### src/rtl/rhs_map.svh
// Constants of the radio host serial slave: command fields, resets, timing.
// Assumes inclusion by bare name from the package and the design modules.
`ifndef RHS_MAP_SVH
`define RHS_MAP_SVH

// ----------------------------------------------------------------------
// Command byte layout
// ----------------------------------------------------------------------
`define RHS_CMD_REG_BIT   7
`define RHS_CMD_WR_BIT    6
`define RHS_CMD_FB_BIT    5
`define RHS_REG_ADDR_MSB  5
`define RHS_BYTE_MSB      7

// ----------------------------------------------------------------------
// Reset values and idle fill byte
// ----------------------------------------------------------------------
`define RHS_STATUS_RST    8'h00
`define RHS_ADDR_RST      8'h00
`define RHS_IDLE_FILL     8'h00

// ----------------------------------------------------------------------
// Timing: system clock in kHz, fastest asynchronous serial clock in kHz
// ----------------------------------------------------------------------
`define RHS_CLK_KHZ       100000
`define RHS_SCLK_MAX_KHZ  7500
`define RHS_SCLK_HALF_CYC (`RHS_CLK_KHZ / (2 * `RHS_SCLK_MAX_KHZ))
`define RHS_CLKOUT_HALF   8

`endif

### src/rtl/rhs_pkg.sv
// Types shared by the radio host serial slave modules.
// Assumes rhs_map.svh sits on the include path.
`include "rhs_map.svh"

package rhs_pkg;

   // ----------------------------------------------------------------------
   // Enumerations
   // ----------------------------------------------------------------------

   // Serial transaction phase; Gray along idle, command, address, data.
   typedef enum logic [1:0] {
      ST_IDLE = 2'h0,
      ST_CMD  = 2'h1,
      ST_ADDR = 2'h3,
      ST_DATA = 2'h2
   } rhs_st_e;

   // Access target decoded from the command byte.
   typedef enum logic [1:0] {
      MD_REG  = 2'h0,
      MD_FB   = 2'h1,
      MD_SRAM = 2'h2
   } rhs_mode_e;

   // Transceiver state reported by the core to the side-band logic.
   typedef enum logic [2:0] {
      TS_OFF       = 3'h0,
      TS_PREP_DEEP = 3'h1,
      TS_DEEP      = 3'h2,
      TS_SLEEP     = 3'h3,
      TS_OTHER     = 3'h5,
      TS_TX_RDY    = 3'h6,
      TS_ARET_RDY  = 3'h7
   } rhs_trx_e;

   // ----------------------------------------------------------------------
   // State records
   // ----------------------------------------------------------------------
   typedef struct packed {
      rhs_st_e     state;
      rhs_mode_e   mode;
      logic        wr;
      logic        done;
      logic        inc;
      logic        sclk_d;
      logic [2:0]  bit_cnt;
      logic [7:0]  rx_sh;
      logic [7:0]  tx_sh;
      logic [7:0]  addr;
      logic [7:0]  wr_data;
      logic        rd_stb;
      logic        wr_stb;
      logic        cipher;
      logic        busy;
   } rhs_spi_s;

   typedef struct packed {
      logic        trig_d;
      logic        irq;
      logic        wake;
      logic        sleep;
      logic        deep;
      logic        txs;
      logic        ts;
      logic        clko;
      logic [7:0]  div;
   } rhs_side_s;

endpackage

### src/rtl/rhs_sync.sv
// Two-stage synchroniser for a group of asynchronous pin levels.
// Assumes each bit is an independent level; no bus coherency is given.
`timescale 1ns/100ps
`default_nettype none

module rhs_sync #(
   parameter int unsigned     W       = 1,
   parameter logic [W-1:0]    RST_VAL = '0
) (
   input  wire logic          clk,
   input  wire logic          nrst,
   input  wire logic [W-1:0]  d,
   output logic      [W-1:0]  q
);

   // Stage one is read only by stage two, never by other logic.
   typedef struct packed {
      logic [W-1:0] meta;
      logic [W-1:0] stab;
   } rhs_sync_s;

   rhs_sync_s s_reg;    // Present stages.
   rhs_sync_s s_next;   // Next stages.

   // Shift the pins through both stages.
   always_comb begin
      s_next.meta = d;
      s_next.stab = s_reg.meta;
   end

   // Reset to the idle level so nothing sees a false edge.
   always_ff @(posedge clk or negedge nrst) begin
      if (!nrst) begin
         s_reg <= {RST_VAL, RST_VAL};
      end else begin
         s_reg <= s_next;
      end
   end

   assign q = s_reg.stab;

endmodule

`default_nettype wire

### src/rtl/rhs_side.sv
// Side-band pins: interrupt, sleep/transmit trigger, time stamp, clock out.
// Assumes the trigger input is already synchronised to clk.
`timescale 1ns/100ps
`default_nettype none
`include "rhs_map.svh"

module rhs_side
   import rhs_pkg::*;
#(
   parameter logic [7:0]    CLKOUT_HALF = 8'(`RHS_CLKOUT_HALF)
) (
   input  wire logic        clk,
   input  wire logic        nrst,
   input  wire logic        trig_s,
   input  wire logic [2:0]  trx_state,
   input  wire logic        irq_event,
   input  wire logic        fb_empty,
   input  wire logic        fb_empty_irq_en,
   input  wire logic        rx_start,
   input  wire logic        tx_frame,
   input  wire logic        auto_retry_tx_mode,
   input  wire logic        ts_enable,
   input  wire logic        clock_output_en,
   output logic             irq,
   output logic             wake_req,
   output logic             sleep_req,
   output logic             deepest_low_power_state_req,
   output logic             tx_start,
   output logic             timestamp_output,
   output logic             clock_output
);

   rhs_side_s s_reg;    // Present side-band state.
   rhs_side_s s_next;   // Next side-band state.

   // ----------------------------------------------------------------------
   // Next state
   // ----------------------------------------------------------------------
   always_comb begin
      logic rise;
      logic fall;
      rise = trig_s & ~s_reg.trig_d;
      fall = ~trig_s & s_reg.trig_d;
      s_next = s_reg;
      s_next.trig_d = trig_s;
      s_next.irq = irq_event | (fb_empty_irq_en & fb_empty);
      s_next.txs = rise & ((trx_state == TS_TX_RDY) ||
                           (trx_state == TS_ARET_RDY));
      s_next.sleep = rise & (trx_state == TS_OFF);
      s_next.deep = rise & (trx_state == TS_PREP_DEEP);
      s_next.wake = fall & ((trx_state == TS_SLEEP) ||
                            (trx_state == TS_DEEP));
      s_next.ts = ts_enable & (auto_retry_tx_mode ? tx_frame : rx_start);
      // The clock output may be off; the serial slave never relies on it.
      if (!clock_output_en) begin
         s_next.clko = 1'b0;
         s_next.div = 8'h00;
      end else if (s_reg.div >= CLKOUT_HALF - 8'h01) begin
         s_next.clko = ~s_reg.clko;
         s_next.div = 8'h00;
      end else begin
         s_next.div = s_reg.div + 8'h01;
      end
   end

   // ----------------------------------------------------------------------
   // Registers
   // ----------------------------------------------------------------------
   always_ff @(posedge clk or negedge nrst) begin
      if (!nrst) begin
         s_reg <= '0;
      end else begin
         s_reg <= s_next;
      end
   end

   assign irq              = s_reg.irq;
   assign wake_req         = s_reg.wake;
   assign sleep_req        = s_reg.sleep;
   assign deepest_low_power_state_req   = s_reg.deep;
   assign tx_start         = s_reg.txs;
   assign timestamp_output = s_reg.ts;
   assign clock_output     = s_reg.clko;

endmodule

`default_nettype wire

### src/rtl/rhs_spi_slave.sv
// Host serial slave of the radio: command decode and byte streaming toward
// registers, frame buffer, SRAM and cipher, plus the side-band pins.
// Assumes the serial pins are asynchronous to clk, the master clocks in
// mode 0 no faster than a quarter of clk, and the core answers a read
// strobe with rd_data valid within two clk cycles.
`timescale 1ns/100ps
`default_nettype none
`include "rhs_map.svh"

// Operation
// - Select low frames one transaction.
// - Eight clocks move one byte each way.
// - Most significant bit first both ways.
// - Output driven only while selected.
// - Driver also on in reset with select.
// - Input sampled on rising clock edge.
// - Output advances on falling clock edge.
// - Works with the clock output off.
// - Register two bytes, frame buffer two or more, SRAM three or more.
// - First byte is the command byte.
// - Decode register, frame buffer, SRAM, direction.
// - One protocol reaches all four targets.
// - Interrupt output doubles as empty flag.
// - Trigger acts by transceiver state.
// - Active low reset input resets all.
// - Time stamp for receive or retry send.
// - First returned byte is status prefix.
// - Register read returns data second.
// - Buffer address advances per data byte.
module rhs_spi_slave
   import rhs_pkg::*;
#(
   parameter logic [7:0]    CIPHER_LO = 8'h80,  // Cipher window, low end.
   parameter logic [7:0]    CIPHER_HI = 8'h9f   // Cipher window, high end.
) (
   input  wire logic        clk,
   input  wire logic        nrst,
   input  wire logic        spi_sclk,
   input  wire logic        spi_sel_n,
   input  wire logic        spi_mosi,
   output logic             spi_miso,
   output logic             spi_miso_oe_n,
   input  wire logic [7:0]  status_prefix_byte,
   output logic [1:0]       acc_mode,
   output logic             acc_write,
   output logic [7:0]       acc_addr,
   output logic             acc_cipher,
   output logic             rd_stb,
   input  wire logic [7:0]  rd_data,
   output logic             wr_stb,
   output logic [7:0]       wr_data,
   output logic             busy,
   input  wire logic        sleep_tx_trigger,
   input  wire logic [2:0]  trx_state,
   input  wire logic        irq_event,
   input  wire logic        fb_empty,
   input  wire logic        fb_empty_irq_en,
   input  wire logic        rx_start,
   input  wire logic        tx_frame,
   input  wire logic        auto_retry_tx_mode,
   input  wire logic        ts_enable,
   input  wire logic        clock_output_en,
   output logic             irq,
   output logic             wake_req,
   output logic             sleep_req,
   output logic             deepest_low_power_state_req,
   output logic             tx_start,
   output logic             timestamp_output,
   output logic             clock_output
);

   // ----------------------------------------------------------------------
   // Pin synchronisers
   // ----------------------------------------------------------------------

   logic [3:0]  pins_s;     // Synchronised trigger, mosi, select, clock.
   logic        sclk_s;     // Serial clock level in the clk domain.
   logic        sel_n_s;    // Select level in the clk domain.
   logic        mosi_s;     // Serial data in the clk domain.
   logic        trig_s;     // Sleep/transmit trigger in the clk domain.

   // Select resets high so a reset never looks like a frame start.
   // Sampled clock edges.
   rhs_sync #(
      .W       (4),
      .RST_VAL (4'h2)
   ) u_sync (
      .clk  (clk),
      .nrst (nrst),
      .d    ({sleep_tx_trigger, spi_mosi, spi_sel_n, spi_sclk}),
      .q    (pins_s)
   );

   assign sclk_s  = pins_s[0];
   assign sel_n_s = pins_s[1];
   assign mosi_s  = pins_s[2];
   assign trig_s  = pins_s[3];

   // ----------------------------------------------------------------------
   // Serial engine state
   // ----------------------------------------------------------------------

   rhs_spi_s s_reg;    // Present engine state.
   rhs_spi_s s_next;   // Next engine state.

   // The whole transaction walks through one combinational next-state
   // process; every strobe it raises lives for a single clk cycle.
   always_comb begin
      logic        rise;   // Rising serial clock seen this cycle.
      logic        fall;   // Falling serial clock seen this cycle.
      logic [7:0]  b;      // Byte completed by this rising edge.
      rhs_st_e     cur;    // Phase, with idle promoted to command.
      rise = sclk_s & ~s_reg.sclk_d;
      fall = ~sclk_s & s_reg.sclk_d;
      b = {s_reg.rx_sh[6:0], mosi_s};
      cur = (s_reg.state == ST_IDLE) ? ST_CMD : s_reg.state;
      s_next = s_reg;
      s_next.sclk_d = sclk_s;
      s_next.rd_stb = 1'b0;
      s_next.wr_stb = 1'b0;

      // A pending write increment lands one cycle after its strobe, so
      // the address shown with the strobe is the one being written.
      if (s_reg.inc) begin
         s_next.addr = s_reg.addr + 8'h01;
         s_next.inc = 1'b0;
      end

      if (sel_n_s) begin
         s_next.state = ST_IDLE;
         s_next.bit_cnt = 3'h0;
         s_next.done = 1'b0;
         s_next.busy = 1'b0;
         s_next.tx_sh = status_prefix_byte;
      end else begin
         s_next.busy = 1'b1;
         s_next.state = cur;
         if (rise) begin
            s_next.rx_sh = b;
            s_next.bit_cnt = s_reg.bit_cnt + 3'h1;
            if (s_reg.bit_cnt == 3'h7) begin
               case (cur)
                  ST_CMD: begin
                     s_next.wr = b[`RHS_CMD_WR_BIT];
                     s_next.done = 1'b0;
                     if (b[`RHS_CMD_REG_BIT]) begin
                        s_next.mode = MD_REG;
                        s_next.addr = {2'b00, b[`RHS_REG_ADDR_MSB:0]};
                        s_next.rd_stb = ~b[`RHS_CMD_WR_BIT];
                        s_next.state = ST_DATA;
                     end else if (b[`RHS_CMD_FB_BIT]) begin
                        // Frame buffer always restarts at its first byte.
                        s_next.mode = MD_FB;
                        s_next.addr = `RHS_ADDR_RST;
                        s_next.rd_stb = ~b[`RHS_CMD_WR_BIT];
                        s_next.state = ST_DATA;
                     end else begin
                        // SRAM and cipher take an address byte next.
                        s_next.mode = MD_SRAM;
                        s_next.state = ST_ADDR;
                     end
                  end
                  ST_ADDR: begin
                     s_next.addr = b;
                     s_next.rd_stb = ~s_reg.wr;
                     s_next.state = ST_DATA;
                  end
                  ST_DATA: begin
                     if (s_reg.mode == MD_REG) begin
                        if (s_reg.wr && !s_reg.done) begin
                           s_next.wr_stb = 1'b1;
                           s_next.wr_data = b;
                        end
                        s_next.done = 1'b1;
                     end else if (s_reg.wr) begin
                        s_next.wr_stb = 1'b1;
                        s_next.wr_data = b;
                        s_next.inc = 1'b1;
                     end else begin
                        s_next.addr = s_reg.addr + 8'h01;
                        s_next.rd_stb = 1'b1;
                     end
                  end
                  default: begin
                     s_next.state = ST_IDLE;
                  end
               endcase
            end
         end else if (fall) begin
            if (s_reg.bit_cnt == 3'h0) begin
               if ((s_reg.state == ST_DATA) && !s_reg.wr && !s_reg.done) begin
                  s_next.tx_sh = rd_data;
               end else begin
                  s_next.tx_sh = `RHS_IDLE_FILL;
               end
            end else begin
               s_next.tx_sh = {s_reg.tx_sh[6:0], 1'b0};
            end
         end
      end

      s_next.cipher = (s_next.mode == MD_SRAM) &&
                      (s_next.addr >= CIPHER_LO) &&
                      (s_next.addr <= CIPHER_HI);
   end

   always_ff @(posedge clk or negedge nrst) begin
      if (!nrst) begin
         s_reg.state   <= ST_IDLE;
         s_reg.mode    <= MD_REG;
         s_reg.wr      <= 1'b0;
         s_reg.done    <= 1'b0;
         s_reg.inc     <= 1'b0;
         s_reg.sclk_d  <= 1'b0;
         s_reg.bit_cnt <= 3'h0;
         s_reg.rx_sh   <= 8'h00;
         s_reg.tx_sh   <= `RHS_STATUS_RST;
         s_reg.addr    <= `RHS_ADDR_RST;
         s_reg.wr_data <= 8'h00;
         s_reg.rd_stb  <= 1'b0;
         s_reg.wr_stb  <= 1'b0;
         s_reg.cipher  <= 1'b0;
         s_reg.busy    <= 1'b0;
      end else begin
         s_reg <= s_next;
      end
   end

   // ----------------------------------------------------------------------
   // Output driver
   // ----------------------------------------------------------------------

   // The shift register is preloaded while deselected, so the first bit
   // is present the moment the driver opens, with only pad delay.
   assign spi_miso = s_reg.tx_sh[`RHS_BYTE_MSB];

   // Also enabled during reset.
   // The enable bypasses the flops on purpose: a register would be held
   // off by the reset and would lag the select by the synchroniser.
   assign spi_miso_oe_n = spi_sel_n;

   // ----------------------------------------------------------------------
   // Core access port
   // ----------------------------------------------------------------------
   assign acc_mode   = s_reg.mode;
   assign acc_write  = s_reg.wr;
   assign acc_addr   = s_reg.addr;
   assign acc_cipher = s_reg.cipher;
   assign rd_stb     = s_reg.rd_stb;
   assign wr_stb     = s_reg.wr_stb;
   assign wr_data    = s_reg.wr_data;
   assign busy       = s_reg.busy;

   // ----------------------------------------------------------------------
   // Side-band pins
   // ----------------------------------------------------------------------

   rhs_side #(
      .CLKOUT_HALF (8'(`RHS_CLKOUT_HALF))
   ) u_side (
      .clk                (clk),
      .nrst               (nrst),
      .trig_s             (trig_s),
      .trx_state          (trx_state),
      .irq_event          (irq_event),
      .fb_empty           (fb_empty),
      .fb_empty_irq_en    (fb_empty_irq_en),
      .rx_start           (rx_start),
      .tx_frame           (tx_frame),
      .auto_retry_tx_mode (auto_retry_tx_mode),
      .ts_enable          (ts_enable),
      .clock_output_en    (clock_output_en),
      .irq                (irq),
      .wake_req           (wake_req),
      .sleep_req          (sleep_req),
      .deepest_low_power_state_req     (deepest_low_power_state_req),
      .tx_start           (tx_start),
      .timestamp_output   (timestamp_output),
      .clock_output       (clock_output)
   );

endmodule

`default_nettype wire

### config.mk
export PLATFORM = sky130hd
export DESIGN_NAME = rhs_spi_slave
export DESIGN_NICKNAME = d
export VERILOG_FILES = /design/src/rtl/rhs_pkg.sv /design/src/rtl/rhs_sync.sv /design/src/rtl/rhs_side.sv /design/src/rtl/rhs_spi_slave.sv
export VERILOG_INCLUDE_DIRS = /design/src /design/src/rtl
export SDC_FILE = /design/constraint.sdc
export NUM_CORES = 1
export LEC_CHECK = 0
export BUFFER_PORTS_ARGS = -buffer_cell sky130_fd_sc_hd__buf_2
export CAP_MARGIN = 20
export CELL_PAD_IN_SITES_DETAIL_PLACEMENT = 0
export CELL_PAD_IN_SITES_GLOBAL_PLACEMENT = 1
export CORE_UTILIZATION = 43
export DETAILED_ROUTE_END_ITERATION = 6
export GPL_TIMING_DRIVEN = 0
export MAX_ROUTING_LAYER = met4
export PLACE_DENSITY = 0.78
export SLEW_MARGIN = 40
export SYNTH_ARGS = -nofsm -noshare
export SYNTH_HDL_FRONTEND = slang
export SYNTH_SLANG_ARGS = --single-unit
### constraint.sdc
create_clock -name clk -period 2.5 [get_ports clk]
set_clock_uncertainty 0.15 [all_clocks]
set_input_delay 0 -clock clk [delete_from_list [all_inputs] [get_ports clk]]
set_output_delay 0 -clock clk [all_outputs]
set_load 0.02 [all_outputs]
==> results of run 1 <==
==> kinds of logic after synthesis <==
logic type | Yosys count | share of synthesized area, %
muxes | 20 | 6.97
other | 1 | 0.117
buffers and inverters | 35 | 6.58
and+or+nand+nor | 84 | 14.5
AOI/OAI and AO/OA | 59 | 12.3
DFF | 70 | 54.9
adders and majority gates | 5 | 1.96
xor gates and xnor gates | 10 | 2.74
==> final cells by class <==
class | instances | area [µm²] | share of cell area (%)
buffer | 29 | 189 | 4.49
clock inverter | 4 | 56.3 | 1.34
inverter | 6 | 22.5 | 0.535
sequential | 70 | 1750 | 41.7
timing repair buffer | 97 | 677 | 16.1
clock buffer | 12 | 145 | 3.45
multi-input combinational | 182 | 1240 | 29.5
tap | 99 | 124 | 2.94
==> routing by layer <==
metal	routed length, µm	up-vias	global-route usage (%)
met3	285	16	3.86
met2	3180	71	29.7
met5	0	-	-
met4	133	0	9.82
met1	3090	1195	25.8
li1	-	1209	-
==> worst min path at each step <==
stage | cells past startpoint | from | end
after CTS | 3 | nrst | s_reg[26]$_DFFE_PN0P_
after global routing | 2 | nrst | u_sync.s_next[1]$_DFF_PN1_
after global placement | 1 | spi_sclk | u_sync.s_next[0]$_DFF_PN0_
after floorplan | 0 | nrst | acc_addr[0]$_DFF_PN0_
after detailed placement | 1 | nrst | acc_addr[6]$_DFF_PN0_
final | 3 | nrst | acc_addr[6]$_DFF_PN0_
==> layout by cell type, fill, tap and decap left out, types with 4 or more instances in the layout <==
master	netlist	layout
clkbuf_8	0	10
nor2_1	22	22
o21ai_0	16	16
xor2_1	5	5
a221oi_1	7	7
mux2_2	18	18
a21oi_1	15	15
clkbuf_1	9	10
dlygate4sd3_1	0	31
inv_1	6	6
nand3_1	8	8
nand2b_1	4	4
nor2b_1	6	6
ha_1	5	5
buf_2	0	63
nor3_1	5	5
dfrtp_1	68	68
conb_1	1	4
buf_4	19	19
xnor2_1	5	5
nand2_1	20	20
==> repair_timing <==
action	4_1_cts	5_1_grt
setup endpoints to repair	0	1
hold buffers	32	0
resized for setup	0	2
endpoints found under the hold margin	93	0
buffers inserted	0	0
==> synth_stat cells, types with 2 or more instances <==
cell type and count:
nand2_1 20, a22oi_1 3, a22o_1 2, dfstp_2 2, nor2b_1 6, o22ai_1 2, nor2_1 22, dfrtp_1 68
a221oi_1 7, o21ai_0 16, xnor2_1 5, o2bb2ai_1 2, or3_1 3, a21oi_1 15, nand3_1 8, mux2_2 18
mux2i_1 2, nor4_1 2, nand4b_1 2, ha_1 5, clkbuf_1 9, buf_4 19, inv_1 6, o21bai_1 2
nand2b_1 4, nor3_1 5, a31oi_1 3, nand4_1 3, xor2_1 5
==> report_power, final <==
| group | internal, mW | switching [mW] | leakage [nW] |
|---|---|---|---|
| sequential | 1.21 | 0.0891 | 0.906 |
| clock | 0.495 | 0.432 | 0.101 |
| combinational | 0.157 | 0.149 | 1.00 |
==> critical path: stages (launching register included) <==
cell and delay, ns:
dfrtp_1 0.39, ha_1 0.16, ha_1 0.23, nand4bb_1 0.25
a211oi_2 0.56, o2bb2ai_1 0.21, nor4b_2 0.26
==> per-stage QoR <==
step                utilization [%]  instances
global placement               50.6        450
finish                         58.4        499
detailed placement             51.0        451
CTS                            58.3        499
global route                   58.4        499
floorplan                         -        287
==> summary.txt, run 1 <==
Global routing
  • First-pass GRT wire length: 11100 µm
  • Total grt overflow: 0
  • Antenna violations before repair: 0
  • Pin count of the biggest net entering global routing: 44
  • Gr usage total: a little under 20%
  • Vias in the first global route: roughly 2400

Floorplanning
  • Cell Rows: 31
  • Full die area: 7780 µm²
  • Core ar.: 7210 µm²
  • Die height: 88.2 µm
  • # IOs: 65
  • Die width: 88.2 µm
  • Initial Util: approximately 44%

Worst setup path
  • Crit path to: acc_cipher$_DFF_PN0_
  • CP endpoint kind: register
  • Critical Path Source: s_reg[36]$_DFFE_PN0N_
  • Critical path required time: about 2.6 ns
  • Setup crit start kind: register
  • CP Class: register to register
  • FF-to-FF Start: s_reg[36]$_DFFE_PN0N_
  • CP Max Fanout: 7
  • Worst EP arrival: 2.39 ns
  • Reg2Reg Setup Slack: slightly above 0.2 ns
  • RR Endpoint: acc_cipher$_DFF_PN0_
  • R2r worst-path depth: 6

Synthesis
  • Post-synth top area share: 53.2%
  • Post-synth EDFFs: 0
  • Area contributors post-synth: dfrtp_1 (53%), mux2_2 (6.3%), buf_4 (4.5%), nor2_1 (2.6%), o21ai_0 (2.5%)
  • Synth Flop Type: dfrtp_1
  • Cell Area, Synth: 3200 µm²
  • Syn. warnings: 0
  • Post-synth cell types: 47
  • Part of the Yosys area used for sequential elements: 54.9%
  • Synth async-reset ratio: 100%
  • #FFs+latches synth: 70
  • Synthesized instance count: ~280
  • Avg Synthesized Cell Area: roughly 11 µm²
  • Cell accounting for the most synthesized area: dfrtp_1

Timing
  • Max-slew headroom at the worst pin: 44.9%
  • Final setup violation count: 0
  • Final period util: 91.8%
  • Max Slew Vio Count: 0
  • Hold WS: 0.0417 ns
  • Minimum clock period: 2.29 ns
  • Final hold vios: 0
  • Max Clock Freq: 436 MHz
  • Post-route setup slack: between 0.2 and 0.25 ns
  • RSZ-0062 raised after global routing: false
  • Setup TNS: 0 ns
  • Worst slew pin tran: 0.819 ns

Clock network
  • Clock buffer depth: 2
  • Worst-path clk slew: 0.08 ns
  • CTS root buffer: clkbuf_8
  • CTS sink cnt: 70
  • Number of CTS-inserted buffers: 9
  • CTS tree: done
  • Worst-Skew Late Latency: between 0.3 and 0.4 ns
  • # H-tree levels: 3

Layout
  • FILL cells: 651
  • Nets: between 400 and 500
  • Design area: between 4000 and 5000 µm²
  • # diodes: 0
  • Area Growth Syn to Fin: 31.8%
  • Fraction of layout cells with a size suffix above 1: 32.0%
  • Largest register FFs: 22

Drt
  • Vias/cell: roughly 5
  • Drt wl/cell: 13.4 µm
  • DR vias: 2491
  • Post-route DRC violation count: 0
  • Violation count after the first detailed-route iteration: 161
  • Wirelength, routed: ~6700 µm
  • DR pass1 iterations: 4
  • Final ANT Viol Nets: 0

Placement
  • Port Buffers: 64
  • Setup WS pre-CTS: ~0.14 ns
  • Detailed placement HPWL: 4420 µm
  • Global placement routability congestion: 0.785
  • DP Area: 3680 µm²

Flow run
  • Max-Cap Viols: 0

Worst hold path
  • Hold Path Class: input port to async pin

Outcome
  • Outcome: complete, no violations

Power
  • Static Leak: 2.01 nW
  • P per Cell Area: 602 nW/µm²
  • Max rail drop VDD: 0.000519 V
  • Design Power: 2.53 mW
Note: power is estimated with default switching activity, not from simulation.
==> inputs of run 2 (changes only) <==
--- a/config.mk
+++ b/config.mk
@@ -15,6 +15,7 @@
 export GPL_TIMING_DRIVEN = 0
 export MAX_ROUTING_LAYER = met4
 export PLACE_DENSITY = 0.78
+export RECOVER_POWER = 100
 export SLEW_MARGIN = 40
 export SYNTH_ARGS = -nofsm -noshare
 export SYNTH_HDL_FRONTEND = slang
==> run 2 against run 1 <==
Compared with the run above: utilization is 1.3 points lower; largest power group unchanged; register-to-register slack worse by 0.02 ns; clock power about the same; routed wire length is 0.33% lower; critical path depth did not move; final area is 2.3% lower; flip-flop and latch count is the same; worst hold slack better by 0.10 ns; non-clock buffer count unchanged.
==> summary.txt, run 2 (same netlist as run 1, synthesis figures left out) <==
Outcome
  • Outcome: complete, no violations

Timing
  • Final hold vios: 0
  • Minimum clock period: roughly 2.3 ns
  • Max-slew headroom at the worst pin: 13.3%
  • Final setup violation count: 0
  • Worst slew pin tran: roughly 1.3 ns
  • Setup TNS: 0 ns
  • RSZ-0062 raised after global routing: false
  • Max Slew Vio Count: 0
  • Final period util: 92.5%
  • Max Clock Freq: 432 MHz

Floorplanning
  • Cell Rows: 31
  • Core ar.: 7210 µm²
  • Initial Util: 44.3%
  • # IOs: 65
  • Die height: 88.2 µm
  • Die width: 88.2 µm
  • Full die area: between 7000 and 8000 µm²

Placement
  • Detailed placement HPWL: 4420 µm
  • DP Area: roughly 3700 µm²
  • Port Buffers: 64
  • Global placement routability congestion: 0.785

Clock network
  • Post-CTS Setup Inserts: 0
  • Number of CTS-inserted buffers: 9
  • # H-tree levels: 3
  • CTS sink cnt: 70
  • Worst-path clk slew: 0.07 ns
  • Clock buffer depth: 2
  • Worst-Skew Late Latency: between 0.3 and 0.4 ns
  • CTS tree: done
  • CTS root buffer: clkbuf_8

Layout
  • # diodes: 0
  • Commonest cells after routing, fill and taps aside: dfrtp_1 (68), clkbuf_1 (45), dlygate4sd3_1 (31)
  • FILL cells: 667
  • Design area: 4120 µm²
  • Fraction of layout cells with a size suffix above 1: 23.0%
  • Most common cell after layout, fill and taps aside: dfrtp_1
  • Area Growth Syn to Fin: 28.8%
  • Nets: 433
  • Largest register FFs: 22

Drt
  • Violation count after the first detailed-route iteration: 130
  • Vias/cell: 4.96
  • Drt wl/cell: 13.4 µm
  • Met2 WL: between 3000 and 4000 µm
  • DR pass1 iterations: 5
  • M1 wire length: slightly above 3000 µm
  • Highest metal used: met4
  • Final ANT Viol Nets: 0
  • DR vias: 2474
  • Wirelength, routed: 6670 µm
  • Met3 wire len: around 300 µm
  • Post-route DRC violation count: 0

Worst setup path
  • CP Class: register to register
  • Worst EP arrival: approximately 2.4 ns
  • CP max stage delay: 0.41 ns
  • CP Max Fanout: 9
  • CP endpoint kind: register
  • Critical path buffer and inverter count: 1
  • Slowest stage cell, crit path: a21oi_2
  • Critical path required time: 2.57 ns
  • Crit path cell chain: buf_6 -> nor3b_4 -> and2_4 -> nand3_2 -> a21oi_2 -> mux2_2
  • Setup crit start kind: register
  • Cell family with most CP delay: simple AND/OR/NAND/NOR gates

Global routing
  • Gr usage total: 19.8%
  • Total grt overflow: 0
  • Antenna violations before repair: 0
  • Vias in the first global route: between 2000 and 2500
  • Pin count of the biggest net entering global routing: 44
  • First-pass GRT wire length: 11100 µm

Flow run
  • Max-Cap Viols: 0

Power
  • Max rail drop VDD: 0.000517 V
  • P per Cell Area: 614 nW/µm²
  • Static Leak: 1.86 nW

Worst hold path
  • Hold Path Class: input port to register
run 2: area by class of cell:
cell class | instances | area (µm²) | share of cell area [%]
Timing Repair Buffer | 97 | 597 | 14.5
Sequential cell | 70 | 1750 | 42.6
Buffer | 29 | 189 | 4.59
Multi-Input combinational cell | 182 | 1230 | 29.8
Tap cell | 99 | 124 | 3.01
Clock inverter | 4 | 56.3 | 1.37
Inverter | 6 | 22.5 | 0.547
Clock buffer | 12 | 145 | 3.53
run 2: worst register-to-register path: stages (launching register included):
cell and delay, ns:
dfstp_2 0.37, buf_6 0.13, nor3b_4 0.40, and2_4 0.24
nand3_2 0.09, a21oi_2 0.41, mux2_2 0.40
run 2: metal layers:
layer	vias up	GRT usage, %
met5	-	-
met4	0	9.82
met3	15	3.86
met2	69	29.7
met1	1180	25.8
li1	1210	-
run 2: path summary, 6_finish.rpt:
| check | start | endpoint | slack (ns) | cells past startpoint |
|---|---|---|---|---|
| max | u_sync.q[1]$_DFF_PN1_ | wr_data[5]$_DFFE_PN0P_ | 0.19 | 6 |
| min | spi_sclk | u_sync.s_next[0]$_DFF_PN0_ | 0.15 | 2 |
| max reg2reg | u_sync.q[1]$_DFF_PN1_ | wr_data[5]$_DFFE_PN0P_ | 0.19 | 6 |
| min reg2reg | u_sync.s_next[3]$_DFF_PN0_ | u_sync.q[3]$_DFF_PN0_ | 0.21 | 0 |
| max in group asynchronous | nrst | s_reg[45]$_DFF_PN0_ | 0.76 | 3 |
| min in group asynchronous | nrst | u_sync.s_next[1]$_DFF_PN1_ | 0.20 | 2 |
run 2: power breakdown:
group	switching [mW]	total, mW	internal (mW)	leakage (nW)
sequential	0.0897	1.30	1.21	0.906
combinational	0.148	0.295	0.147	0.850
clock	0.434	0.929	0.495	0.101
run 2: what timing repair did:
| item | 4_1_cts | 5_1_grt |
|---|---|---|
| endpoints found under the setup margin | 0 | 1 |
| hold buffers | 32 | 0 |
| gates resized for setup | 0 | 2 |
| endpoints found under the hold margin | 93 | 0 |
run 2: per-stage QoR:
stage                     total power, mW  utilization, %  setup WS, ns  instances  hold WS (ns)
after CTS                            2.57            58.3         0.119        499        0.0420
after global routing                 2.65            57.0        0.0164        499         0.140
final                                2.53            57.0         0.187        499         0.145
after global placement               1.58            50.6         0.138        450       -0.0417
after floorplan                      1.46               -         0.460        287        -0.446
after detailed placement             1.59            51.0         0.144        451        -0.267
